[src/hdl/serial_host_pkg.sv]
// shared constants and carrier types for the serial host port selector
package serial_host_pkg;

  // clock rate and reset pulse length
  localparam int CLK_PERIOD_NS = 25;
  localparam int RESET_MIN_NS = 40;
  localparam int RESET_MIN_CYCLES = (RESET_MIN_NS + CLK_PERIOD_NS - 1) / CLK_PERIOD_NS;

  // synchroniser depth and settle time before the strap is caught
  localparam int SYNC_STAGES = 2;
  localparam logic [1:0] SETTLE_CYCLES = 2'h2;

  // pin counts
  localparam int GPIO_COUNT = 4;
  localparam int ADDR_SEL_WIDTH = 2;

  // reset and idle levels of pins
  localparam logic TXD_IDLE = 1'b0;
  localparam logic OD_PULL_LEVEL = 1'b0;
  localparam logic SCL_I2C_IDLE = 1'b1;
  localparam logic CS_IDLE = 1'b1;
  localparam logic STRAP_RESET = 1'b1;
  localparam logic GPIO_DIR_OUTPUT = 1'b1;

  // strap levels
  localparam logic STRAP_I2C = 1'b1;

  // selected host interface
  typedef enum logic [1:0]
  {
    MODE_WAIT = 2'b00,
    MODE_I2C = 2'b01,
    MODE_SPI = 2'b10
  } host_mode_e;

  // two-wire view of the shared pins
  typedef struct packed
  {
    logic active;
    logic scl;
    logic sda;
    logic scl_rise;
    logic scl_fall;
    logic start;
    logic stop;
    logic [ADDR_SEL_WIDTH-1:0] base_addr_sel;
  } i2c_side_s;

  // four-wire view of the shared pins
  typedef struct packed
  {
    logic active;
    logic selected;
    logic si;
    logic sclk_rise;
    logic sclk_fall;
    logic cs_fall;
    logic cs_rise;
  } spi_side_s;

endpackage

[src/hdl/bit_sync.sv]
// two-flop synchroniser for a group of asynchronous inputs
`timescale 1ns/1ps
module bit_sync #(
  parameter int WIDTH = 1,
  parameter logic [WIDTH-1:0] RESET_VAL = '0
) (
  // clock and reset
  input wire logic clk,
  input wire logic rst_n,
  // asynchronous input and synchronised copy
  input wire logic [WIDTH-1:0] async_in,
  output logic [WIDTH-1:0] sync_out
);

  logic [WIDTH-1:0] meta_q;
  logic [WIDTH-1:0] meta_d;
  logic [WIDTH-1:0] stable_q;
  logic [WIDTH-1:0] stable_d;

  // first stage feeds only the second stage
  always_comb
  begin
    meta_d = async_in;
    stable_d = meta_q;
  end

  // register both stages
  always_ff @(posedge clk or negedge rst_n)
  begin
    if (!rst_n)
    begin
      meta_q <= RESET_VAL;
      stable_q <= RESET_VAL;
    end
    else
    begin
      meta_q <= meta_d;
      stable_q <= stable_d;
    end
  end

  assign sync_out = stable_q;

endmodule

[src/hdl/gpio_cell.sv]
// one general-purpose pin with direction control and input synchroniser
`timescale 1ns/1ps
module gpio_cell (
  // clock and reset
  input wire logic clk,
  input wire logic rst_n,
  // core side
  input wire logic dir_out,
  input wire logic out_value,
  output logic in_value,
  // pin side
  input wire logic pin_in,
  output logic pin_out,
  output logic pin_oe
);
  import serial_host_pkg::*;

  logic [1:0] in_sync_q;
  logic [1:0] in_sync_d;
  logic pin_out_q;
  logic pin_out_d;
  logic pin_oe_q;
  logic pin_oe_d;

  // drive only when the direction bit says output
  always_comb
  begin
    in_sync_d = {in_sync_q[0], pin_in};
    pin_out_d = out_value;
    pin_oe_d = (dir_out == GPIO_DIR_OUTPUT);
  end

  // pins float during reset
  always_ff @(posedge clk or negedge rst_n)
  begin
    if (!rst_n)
    begin
      in_sync_q <= 2'h0;
      pin_out_q <= 1'b0;
      pin_oe_q <= 1'b0;
    end
    else
    begin
      in_sync_q <= in_sync_d;
      pin_out_q <= pin_out_d;
      pin_oe_q <= pin_oe_d;
    end
  end

  assign in_value = in_sync_q[1];
  assign pin_out = pin_out_q;
  assign pin_oe = pin_oe_q;

endmodule

[src/hdl/serial_host_port_select.sv]
// pin multiplexer between two-wire and four-wire host interfaces of a uart bridge
//
// Overview of operation
// strap high selects two-wire target, strap low selects four-wire target
// host idles the shared clock high in two-wire mode
// host idles the shared clock low in four-wire mode
// reset low longer than 40 ns clears all registers and outputs; strap, host pin and edge registers reset to idle levels instead
// during reset transmit stays idle and receive input is ignored
// interrupt output only pulls low, signalling a pending interrupt
// in two-wire mode the address selects modify the base address
// in four-wire mode select zero is active-low chip select gating transactions
// in four-wire mode select one carries serial input data
// four-wire serial output is tri-state, driven only when returning data
// two-wire data line is open-drain, only pulled low or released
// four general pins, each input or output by its direction bit
// transmit output is low during reset and while idle
// strap is static; the unselected interface ignores shared pin activity
// serial output floats while chip select is high or two-wire selected
`timescale 1ns/1ps
module serial_host_port_select (
  // clock and reset
  input wire logic CLK,
  input wire logic RST_B,
  // protocol strap
  input wire logic PROTO_SEL,
  // shared host pins
  input wire logic SCL,
  input wire logic SDA_IN,
  output logic SDA_OUT,
  output logic SDA_OE,
  input wire logic ADDRESS_SELECT_0,
  input wire logic ADDRESS_SELECT_1,
  output logic SO_OUT,
  output logic SO_OE,
  // interrupt pin
  output logic IRQ_B_OUT,
  output logic IRQ_B_OE,
  // uart pins
  output logic TXD,
  input wire logic RXD,
  // general-purpose pins
  input wire logic [serial_host_pkg::GPIO_COUNT-1:0] GPIO_IN,
  output logic [serial_host_pkg::GPIO_COUNT-1:0] GPIO_OUT,
  output logic [serial_host_pkg::GPIO_COUNT-1:0] GPIO_OE,
  // protocol engine side
  output serial_host_pkg::host_mode_e MODE,
  output serial_host_pkg::i2c_side_s I2C_SIDE,
  output serial_host_pkg::spi_side_s SPI_SIDE,
  input wire logic SDA_PULL_LOW,
  input wire logic SO_DRIVE,
  input wire logic SO_BIT,
  // uart core side
  input wire logic IRQ_PENDING,
  input wire logic TX_ACTIVE,
  input wire logic TX_BIT,
  output logic RX_BIT,
  // gpio core side
  input wire logic [serial_host_pkg::GPIO_COUNT-1:0] PIN_DIRECTION_REG,
  input wire logic [serial_host_pkg::GPIO_COUNT-1:0] GPIO_OUT_VALUE,
  output logic [serial_host_pkg::GPIO_COUNT-1:0] GPIO_IN_VALUE
);
  import serial_host_pkg::*;

  // reset release synchroniser
  logic [1:0] rst_sync_q;
  logic rst_n;

  // synchronised pin levels
  logic strap_s;
  logic scl_s;
  logic sda_s;
  logic sel0_s;
  logic sel1_s;
  logic rxd_s;

  // mode capture state
  host_mode_e mode_q;
  host_mode_e mode_d;
  logic [1:0] settle_q;
  logic [1:0] settle_d;

  // previous pin levels for edge detection
  logic scl_prev_q;
  logic scl_prev_d;
  logic sda_prev_q;
  logic sda_prev_d;
  logic cs_prev_q;
  logic cs_prev_d;

  // registered engine-side views
  i2c_side_s i2c_q;
  i2c_side_s i2c_d;
  spi_side_s spi_q;
  spi_side_s spi_d;

  // registered pin drivers
  logic sda_out_q;
  logic sda_out_d;
  logic sda_oe_q;
  logic sda_oe_d;
  logic so_out_q;
  logic so_out_d;
  logic so_oe_q;
  logic so_oe_d;
  logic irq_out_q;
  logic irq_out_d;
  logic irq_oe_q;
  logic irq_oe_d;
  logic txd_q;
  logic txd_d;
  logic rx_q;
  logic rx_d;

  // asynchronous assert, two-flop release
  always_ff @(posedge CLK or negedge RST_B)
  begin
    if (!RST_B)
      rst_sync_q <= 2'h0;
    else
      rst_sync_q <= {rst_sync_q[0], 1'b1};
  end

  assign rst_n = rst_sync_q[1];

  // synchronise the strap
  bit_sync #(
    .WIDTH(1),
    .RESET_VAL(STRAP_RESET)
  ) u_strap_sync (
    .clk(CLK),
    .rst_n(rst_n),
    .async_in(PROTO_SEL),
    .sync_out(strap_s)
  );

  // synchronise the shared host pins
  bit_sync #(
    .WIDTH(4),
    .RESET_VAL({SCL_I2C_IDLE, 1'b1, CS_IDLE, 1'b0})
  ) u_host_sync (
    .clk(CLK),
    .rst_n(rst_n),
    .async_in({SCL, SDA_IN, ADDRESS_SELECT_0, ADDRESS_SELECT_1}),
    .sync_out({scl_s, sda_s, sel0_s, sel1_s})
  );

  // synchronise the uart receive pin
  bit_sync #(
    .WIDTH(1),
    .RESET_VAL(1'b0)
  ) u_rxd_sync (
    .clk(CLK),
    .rst_n(rst_n),
    .async_in(RXD),
    .sync_out(rxd_s)
  );

  // catch the strap once the synchronisers have settled, then hold it
  always_comb
  begin
    mode_d = mode_q;
    settle_d = settle_q;
    if (mode_q == MODE_WAIT)
    begin
      if (settle_q == SETTLE_CYCLES)
        mode_d = (strap_s == STRAP_I2C) ? MODE_I2C : MODE_SPI;
      else
        settle_d = settle_q + 2'h1;
    end
  end

  always_ff @(posedge CLK or negedge rst_n)
  begin
    if (!rst_n)
    begin
      mode_q <= MODE_WAIT;
      settle_q <= 2'h0;
    end
    else
    begin
      mode_q <= mode_d;
      settle_q <= settle_d;
    end
  end

  // remember previous levels of clock, data and select
  always_comb
  begin
    scl_prev_d = scl_s;
    sda_prev_d = sda_s;
    cs_prev_d = sel0_s;
  end

  always_ff @(posedge CLK or negedge rst_n)
  begin
    if (!rst_n)
    begin
      scl_prev_q <= SCL_I2C_IDLE;
      sda_prev_q <= 1'b1;
      cs_prev_q <= CS_IDLE;
    end
    else
    begin
      scl_prev_q <= scl_prev_d;
      sda_prev_q <= sda_prev_d;
      cs_prev_q <= cs_prev_d;
    end
  end

  // two-wire view, quiet unless two-wire mode is selected
  always_comb
  begin
    i2c_d = '0;
    if (mode_q == MODE_I2C)
    begin
      i2c_d.active = 1'b1;
      i2c_d.scl = scl_s;
      i2c_d.sda = sda_s;
      i2c_d.scl_rise = scl_s & ~scl_prev_q;
      i2c_d.scl_fall = ~scl_s & scl_prev_q;
      i2c_d.start = scl_s & scl_prev_q & sda_prev_q & ~sda_s;
      i2c_d.stop = scl_s & scl_prev_q & ~sda_prev_q & sda_s;
      i2c_d.base_addr_sel = {sel1_s, sel0_s};
    end
  end

  // four-wire view, clock edges only while chip select is low
  always_comb
  begin
    spi_d = '0;
    if (mode_q == MODE_SPI)
    begin
      spi_d.active = 1'b1;
      spi_d.selected = ~sel0_s;
      spi_d.si = sel1_s;
      spi_d.sclk_rise = ~sel0_s & scl_s & ~scl_prev_q;
      spi_d.sclk_fall = ~sel0_s & ~scl_s & scl_prev_q;
      spi_d.cs_fall = cs_prev_q & ~sel0_s;
      spi_d.cs_rise = ~cs_prev_q & sel0_s;
    end
  end

  always_ff @(posedge CLK or negedge rst_n)
  begin
    if (!rst_n)
    begin
      i2c_q <= '0;
      spi_q <= '0;
    end
    else
    begin
      i2c_q <= i2c_d;
      spi_q <= spi_d;
    end
  end

  // open-drain data line and tri-state serial output
  always_comb
  begin
    sda_out_d = OD_PULL_LEVEL;
    sda_oe_d = (mode_q == MODE_I2C) & SDA_PULL_LOW;
    so_out_d = SO_BIT;
    so_oe_d = (mode_q == MODE_SPI) & ~sel0_s & SO_DRIVE;
  end

  always_ff @(posedge CLK or negedge rst_n)
  begin
    if (!rst_n)
    begin
      sda_out_q <= OD_PULL_LEVEL;
      sda_oe_q <= 1'b0;
      so_out_q <= 1'b0;
      so_oe_q <= 1'b0;
    end
    else
    begin
      sda_out_q <= sda_out_d;
      sda_oe_q <= sda_oe_d;
      so_out_q <= so_out_d;
      so_oe_q <= so_oe_d;
    end
  end

  // open-drain interrupt, uart transmit and receive
  always_comb
  begin
    irq_out_d = OD_PULL_LEVEL;
    irq_oe_d = IRQ_PENDING;
    txd_d = TX_ACTIVE ? TX_BIT : TXD_IDLE;
    rx_d = rxd_s;
  end

  always_ff @(posedge CLK or negedge rst_n)
  begin
    if (!rst_n)
    begin
      irq_out_q <= OD_PULL_LEVEL;
      irq_oe_q <= 1'b0;
      txd_q <= TXD_IDLE;
      rx_q <= 1'b0;
    end
    else
    begin
      irq_out_q <= irq_out_d;
      irq_oe_q <= irq_oe_d;
      txd_q <= txd_d;
      rx_q <= rx_d;
    end
  end

  // general-purpose pins, one cell each
  for (genvar i = 0; i < GPIO_COUNT; i++)
  begin : g_gpio
    gpio_cell u_cell (
      .clk(CLK),
      .rst_n(rst_n),
      .dir_out(PIN_DIRECTION_REG[i]),
      .out_value(GPIO_OUT_VALUE[i]),
      .in_value(GPIO_IN_VALUE[i]),
      .pin_in(GPIO_IN[i]),
      .pin_out(GPIO_OUT[i]),
      .pin_oe(GPIO_OE[i])
    );
  end

  // output drivers
  assign MODE = mode_q;
  assign I2C_SIDE = i2c_q;
  assign SPI_SIDE = spi_q;
  assign SDA_OUT = sda_out_q;
  assign SDA_OE = sda_oe_q;
  assign SO_OUT = so_out_q;
  assign SO_OE = so_oe_q;
  assign IRQ_B_OUT = irq_out_q;
  assign IRQ_B_OE = irq_oe_q;
  assign TXD = txd_q;
  assign RX_BIT = rx_q;

endmodule

[config.mk]
export PLATFORM = sky130hd
export DESIGN_NAME = serial_host_port_select
export DESIGN_NICKNAME = d
export VERILOG_FILES = /design/src/hdl/serial_host_pkg.sv /design/src/hdl/bit_sync.sv /design/src/hdl/gpio_cell.sv /design/src/hdl/serial_host_port_select.sv
export SDC_FILE = /design/constraint.sdc
export NUM_CORES = 1
export LEC_CHECK = 0
export BUFFER_PORTS_ARGS = -buffer_cell sky130_fd_sc_hd__buf_2
export CAP_MARGIN = 40
export CORE_MARGIN = 1.5
export CORE_UTILIZATION = 45
export CTS_BUF_LIST = sky130_fd_sc_hd__clkbuf_8 sky130_fd_sc_hd__clkbuf_16
export CTS_CLUSTER_DIAMETER = 120
export CTS_CLUSTER_SIZE = 12
export DETAILED_ROUTE_END_ITERATION = 8
export PLACE_DENSITY_LB_ADDON = 0.1
export SLEW_MARGIN = 20
export SYNTH_ARGS = -nofsm -noshare
export SYNTH_HDL_FRONTEND = slang
export SYNTH_SLANG_ARGS = --single-unit
[constraint.sdc]
create_clock -name CLK -period 5.25 [get_ports CLK]
set_input_delay 0.7875 -clock CLK [delete_from_list [all_inputs] [get_ports CLK]]
set_output_delay 0.7875 -clock CLK [all_outputs]
set_load 0.01 [all_outputs]
==> impl_metrics.env, run 1 <==
export IMPL_vias_per_cell=4.273
export IMPL_setup_viol=0
export IMPL_final_common_cell="buf_2"
export IMPL_netlist_cell_type_count=19
export IMPL_r2r_end="settle_q[1]"
export IMPL_grt_use_total_pct=13.49
export IMPL_path_buf_inv=1
export IMPL_powerDensity_nw_per_um2=395.8
export IMPL_path_class="register to output port"
export IMPL_crit_fanout=8
export IMPL_status="completed"
export IMPL_clkTransAtPathRegs_ps=60
export IMPL_worst_pin_slew_ps=691.4
export IMPL_critical_path_endpoint_type="output port"
export IMPL_rows=23
export IMPL_fin_area_sq_um=2298
export IMPL_io_pins=64
export IMPL_p_leak_nw=1.204
export IMPL_drt_pass1_iterations=3
export IMPL_wl_per_cell_um=11.80
export IMPL_die_h_um=66.80
export IMPL_cp_data_required_time_ps=4460
export IMPL_chipWidth_um=66.80
export IMPL_syn_area_sq_um=1832
export IMPL_grt_pass1_wl_mm=4.008
export IMPL_syn_area_per_cell_sq_um=17.45
export IMPL_ff2ff_setup_slack_ps=4100
export IMPL_post_dp_hpwl_mm=1.786
export IMPL_clk_latency_ps=320
export IMPL_worst_endpoint_arrival_ps=1030
export IMPL_ff2ff_path_depth=4
export IMPL_dieArea_sq_um=4462
export IMPL_antenna_found_initial=0
export IMPL_tritoncts="yes"
export IMPL_cts_root_buf="clkbuf_8"
export IMPL_grt_ovfl_total=0
export IMPL_post_route_drc_count=0
export IMPL_crit_chain="buf_2"
export IMPL_cts_buffer_depth=2
export IMPL_cpPeakStageDelay_ps=510
export IMPL_num_vias=940
export IMPL_max_freq_mhz=551.6
export IMPL_numCtsBuffers=9
export IMPL_max_cap_violations=0
export IMPL_finish_utilization_pct=58.30
export IMPL_ys_ff_latch=59
export IMPL_slew_headroom_pct=53.91
export IMPL_initial_core_util_pct=46.46
export IMPL_cts_resized_gates=0
export IMPL_synthCells=105
export IMPL_grt_pass1_vias=918
export IMPL_finalClockSkew_ps=5.706
export IMPL_final_cell_mix="buf_2 (61), dfrtp_1 (47), clkbuf_8 (13)"
export IMPL_drtIter0Drc=23
export IMPL_num_antenna_cells=0
export IMPL_hold_violations=0
export IMPL_yosysWarningCount=0
export IMPL_cts_num_sinks=59
export IMPL_drt_total_wl_mm=2.597
export IMPL_core_area_sq_um=3943
export IMPL_dpl_cell_area_sq_um=2107
export IMPL_power_total_uw=909.6
export IMPL_finalWorstPathRequiredPeriod_ps=1813
export IMPL_critPathSlowestCell="dfrtp_1"
export IMPL_cts_setup_buffers=0
export IMPL_critPathTopFamily="flip-flops"
export IMPL_ctsHoldBuffers=0
export IMPL_fin_nets=192
export IMPL_finalMaxSlewViolations=0
export IMPL_max_vdd_ir_drop_mv=0.2339
export IMPL_place_gp_congestion=0.6748
export IMPL_drive_above_1_share_pct=54.12
export IMPL_grt_setup_unrepaired="false"
export IMPL_reg2reg_from="settle_q[0]"
export IMPL_antenna_left=0
export IMPL_grt_start_max_net_pins=36
export IMPL_hold_path_class="primary input to asynchronous set/reset pin"
export IMPL_ys_seq_area_share_pct=81.35
export IMPL_startpoint_type="register"
export IMPL_area_growth_pct=25.48
export IMPL_numPortBuffers=61
export IMPL_final_setup_tns_ps=0
export IMPL_min_period_over_period_pct=34.53
export IMPL_htreeDepth=3
layer usage:
metal,vias up,wire [um],track usage (%)
li1,438,-,-
met1,454,1003,14.11
met2,41,1277,20.00
met3,7,227,5.743
met4,0,89,13.01
met5,-,0,0
power breakdown:
part / leakage [nW] / total (mW) / switching (mW) / internal [mW]
logic: 0.387 / 0.0433 / 0.0216 / 0.0216
registers: 0.709 / 0.493 / 0.0138 / 0.480
clock network: 0.108 / 0.373 / 0.154 / 0.219
total: 1.20 / 0.910 / 0.190 / 0.720
sequential cells by signal, summed over array words and instances (netlist names), 4 cells and up:
register,cells
u_host_sync.meta_q,4
u_host_sync.sync_out,4
SPI_SIDE,7
g_gpio.u_cell.pin_out,4
I2C_SIDE,9
g_gpio.u_cell.in_sync_q,8
g_gpio.u_cell.pin_oe,4
cells in the mapped netlist, drive strengths merged:
cell	instances	area share, %
buf	14	5.7
xnor2	1	0.48
dfstp	11	16
and3b	5	2.4
dfrtp	48	66
nor3b	4	1.9
conb	2	0.41
or2	1	0.34
o21bai	1	0.41
and2	9	3.1
inv	2	0.41
ha	1	0.68
nand2	1	0.20
nor3	1	0.55
mux2i	1	0.55
nor2b	1	0.48
and2b	1	0.55
nand4b	1	0.48
worst max-delay path by stage:
stage,start,end,slack (ps),cells after the start
final,MODE[0],MODE[0],3440,1
after global routing,MODE[0],MODE[0],3380,1
after CTS,MODE[0],MODE[0],3420,1
after detailed placement,MODE[0],MODE[0],3780,1
after global placement,MODE[0],MODE[0],3810,1
after floorplan,rst_sync_q[1],I2C_SIDE[0],3500,0
layout make-up:
cell class	instances	area [sq um]
flip-flops and latches	59	1491
clock buffers	13	178.9
fillers	332	1644
repair buffers	62	312.8
inverters	2	7.507
clock inverters	3	12.51
multi-input cells	31	232.7
well taps	50	62.56
kinds of logic after synthesis:
| family | count (synthesis) | share of synthesized area [%] |
|---|---|---|
| flip-flops | 59 | 81.35 |
| buffers and inverters | 16 | 6.148 |
| multiplexers | 1 | 0.5465 |
| AND/OR/NAND/NOR | 24 | 9.972 |
| adder cells (fa/ha/maj) | 1 | 0.6830 |
| AO/OA/AOI/OAI | 1 | 0.4100 |
| other | 2 | 0.4100 |
| XOR/XNOR | 1 | 0.4782 |
through the flow:
| stage | worst slack, ps | cells | hold slack (ps) |
|---|---|---|---|
| floorplan | 3505 | 106 | 331.2 |
| global placement | 3815 | 204 | 332.0 |
| detailed placement | 3779 | 204 | 336.2 |
| CTS | 3423 | 220 | 222.9 |
| global route | 3384 | 220 | 220.6 |
| finish | 3437 | 220 | 234.7 |
Note: power is estimated with default switching activity, not from simulation.
==> run 2: changes to the inputs <==
--- a/config.mk
+++ b/config.mk
@@ -5,10 +5,11 @@
 export SDC_FILE = /design/constraint.sdc
 export NUM_CORES = 1
 export LEC_CHECK = 0
+export ABC_AREA = 1
 export BUFFER_PORTS_ARGS = -buffer_cell sky130_fd_sc_hd__buf_2
 export CAP_MARGIN = 40
 export CORE_MARGIN = 1.5
-export CORE_UTILIZATION = 45
+export CORE_UTILIZATION = 43
 export CTS_BUF_LIST = sky130_fd_sc_hd__clkbuf_8 sky130_fd_sc_hd__clkbuf_16
 export CTS_CLUSTER_DIAMETER = 120
 export CTS_CLUSTER_SIZE = 12
==> constraint.sdc (replaced) <==
create_clock -name CLK -period 1.65 [get_ports CLK]
set_input_delay 0.2475 -clock CLK [delete_from_list [all_inputs] [get_ports CLK]]
set_output_delay 0.2475 -clock CLK [all_outputs]
set_load 0.01 [all_outputs]
==> run 2 against run 1 <==
Effect of this change:
- clock power increased to 2.9 times the previous value
- clock-buffer cell count is 2 lower
- global-route usage fell by 0.36 points
- clock skew decreased by 2.5 ps
- via count increased by 9.5%
- critical path type unchanged
- critical endpoint is now MODE[1]
- highest routed layer unchanged
==> impl_metrics.env, run 2 <==
export IMPL_critPathSlowestCell="dfrtp_1"
export IMPL_ys_ff_latch=59
export IMPL_grt_start_max_net_pins=37
export IMPL_final_setup_tns_ps=0
export IMPL_dpl_cell_area_sq_um=2137
export IMPL_synth_area_leaders="dfrtp_1 (65%), dfstp_2 (16%), buf_4 (5.7%)"
export IMPL_drive_above_1_share_pct=46.46
export IMPL_area_growth_pct=25.44
export IMPL_min_period_over_period_pct=72.76
export IMPL_clk_latency_ps=310
export IMPL_synthArstFlopShare_pct=100.0
export IMPL_grt_pass1_vias=997
export IMPL_rows=23
export IMPL_grt_ovfl_total=0
export IMPL_place_gp_congestion=0.6935
export IMPL_grt_pass1_wl_mm=4.202
export IMPL_p_switching_uw=657.6
export IMPL_ys_top_cells_by_count="dfrtp_1 (48), inv_1 (16), nand2_1 (16)"
export IMPL_max_freq_mhz=832.9
export IMPL_hold_path_class="primary input to register"
export IMPL_numCtsBuffers=9
export IMPL_antenna_left=0
export IMPL_p_seq_share_pct=54.9
export IMPL_finalClockSkew_ps=3.222
export IMPL_grt_setup_unrepaired="false"
export IMPL_max_vdd_ir_drop_mv=0.6072
export IMPL_synth_edf_count=0
export IMPL_syn_area_per_cell_sq_um=14.01
export IMPL_numPortBuffers=61
export IMPL_dieArea_sq_um=4703
export IMPL_core_area_sq_um=4058
export IMPL_chipWidth_um=68.58
export IMPL_cpPeakStageDelay_ps=460
export IMPL_synthCells=132
export IMPL_num_antenna_cells=0
export IMPL_largest_reg_flops=9
export IMPL_path_buf_inv=1
export IMPL_htreeDepth=3
export IMPL_finish_utilization_pct=57.17
export IMPL_initial_core_util_pct=45.58
export IMPL_drt_total_wl_mm=2.605
export IMPL_multi_input_area_sq_um=193.9
export IMPL_post_route_drc_count=0
export IMPL_ys_flop_type="dfrtp_1"
export IMPL_register_area_sq_um=1491
export IMPL_grt_use_total_pct=13.13
export IMPL_cts_root_buf="clkbuf_8"
export IMPL_yosysTopAreaCell="dfrtp_1"
export IMPL_syn_area_sq_um=1849
export IMPL_internal_power_mw=2.245
export IMPL_drtIter0Drc=49
export IMPL_yosysMostFrequentCell="dfrtp_1"
export IMPL_hold_violations=0
export IMPL_cts_buffer_depth=2
export IMPL_antenna_found_initial=0
export IMPL_powerDensity_nw_per_um2=1251
export IMPL_clkPwrFrac_pct=37.3
export IMPL_vias_per_cell=4.149
export IMPL_status="completed"
export IMPL_combPwrFrac_pct=7.8
export IMPL_wl_per_cell_um=10.50
export IMPL_path_class="register to output port"
export IMPL_clkTransAtPathRegs_ps=60
export IMPL_cts_num_sinks=59
export IMPL_die_h_um=68.58
export IMPL_finalMaxSlewViolations=0
export IMPL_p_leak_nw=1.273
export IMPL_cts_setup_buffers=0
export IMPL_crit_chain="buf_2"
export IMPL_num_vias=1029
export IMPL_critical_path_endpoint_type="output port"
export IMPL_fin_ws_ps=449.4
export IMPL_switching_share_pct=22.65
export IMPL_io_pins=64
export IMPL_synth_top_cell_area_share_pct=64.95
export IMPL_critPathTopFamily="flip-flops"
export IMPL_fin_area_sq_um=2320
export IMPL_startpoint_type="register"
export IMPL_final_common_cell="buf_2"
export IMPL_fill_cells=352
export IMPL_post_dp_hpwl_mm=1.844
export IMPL_tritoncts="yes"
export IMPL_netlist_cell_type_count=16
export IMPL_max_cap_violations=0
export IMPL_drt_pass1_iterations=4
export IMPL_fin_nets=220
export IMPL_ys_seq_area_share_pct=80.58
export IMPL_post_place_ws_ps=591.7
export IMPL_finalWorstPathRequiredPeriod_ps=1201
export IMPL_final_cell_mix="buf_2 (61), dfrtp_1 (47), inv_1 (19)"
export IMPL_cp_data_required_time_ps=1400
export IMPL_yosysWarningCount=0
export IMPL_worst_endpoint_arrival_ps=950
export IMPL_crit_fanout=5
export IMPL_setup_viol=0
run 2: final cells by class:
class	count	area share, %
clock buffers	11	6.526
clock inverters	5	0.9169
inverters	17	2.751
multi-input cells	43	8.360
flip-flops and latches	59	64.29
well taps	50	2.697
repair buffers	63	14.46
run 2: kinds of logic (layout without fill, tap and decap cells):
family | after synthesis | count (layout) | synth area share [%]
adder cells (fa/ha/maj) | 1 | 1 | 0.6765
buffers and inverters | 31 | 96 | 9.134
flip-flops | 59 | 59 | 80.58
other | 2 | 3 | 0.4061
AND/OR/NAND/NOR | 39 | 39 | 9.202
run 2: power groups by stage:
stage	clock [mW]	combinational, mW	sequential, mW
after floorplan	0	0.0964	1.65
after global placement	0	0.226	1.62
after detailed placement	0	0.230	1.62
after CTS	1.13	0.233	1.60
after global routing	1.21	0.259	1.61
final	1.08	0.227	1.59
run 2: worst paths after layout:
kind,endpoint,slack [ps],depth (start not counted),from
min in group asynchronous,settle_q[1],230,0,rst_sync_q[1]
hold / removal,u_host_sync.meta_q[2],30,1,SDA_IN
setup reg to reg,settle_q[1],600,4,MODE[1]
max in group asynchronous,cs_prev_q,810,1,rst_sync_q[1]
setup / recovery,MODE[1],450,1,MODE[1]
hold reg to reg,settle_q[1],230,0,rst_sync_q[1]
run 2: per-stage QoR:
step / power (mW) / hold WS, ps / cells
after floorplan: 1.749 / -48.09 / 133
final: 2.903 / 31.40 / 248
after global routing: 3.075 / 4.934 / 248
after global placement: 1.843 / 32.45 / 231
after detailed placement: 1.852 / 33.83 / 231
after CTS: 2.958 / 13.43 / 248
run 2: repair_timing:
item	in CTS	in global routing
hold endpoints to repair	2	0
gates resized for setup	0	0
setup endpoints to repair	0	0
hold buffers	1	0
run 2: routing by layer:
metal  routed length [um]  track usage [%]  share of wire (%)  up-vias
met5                    0                0                  0        -
met4                   42            10.50                1.6        0
met3                  224            5.682                8.6        4
met2                 1240            18.99                 48       46
met1                 1098            15.09                 42      482
li1                     -                -                  -      497
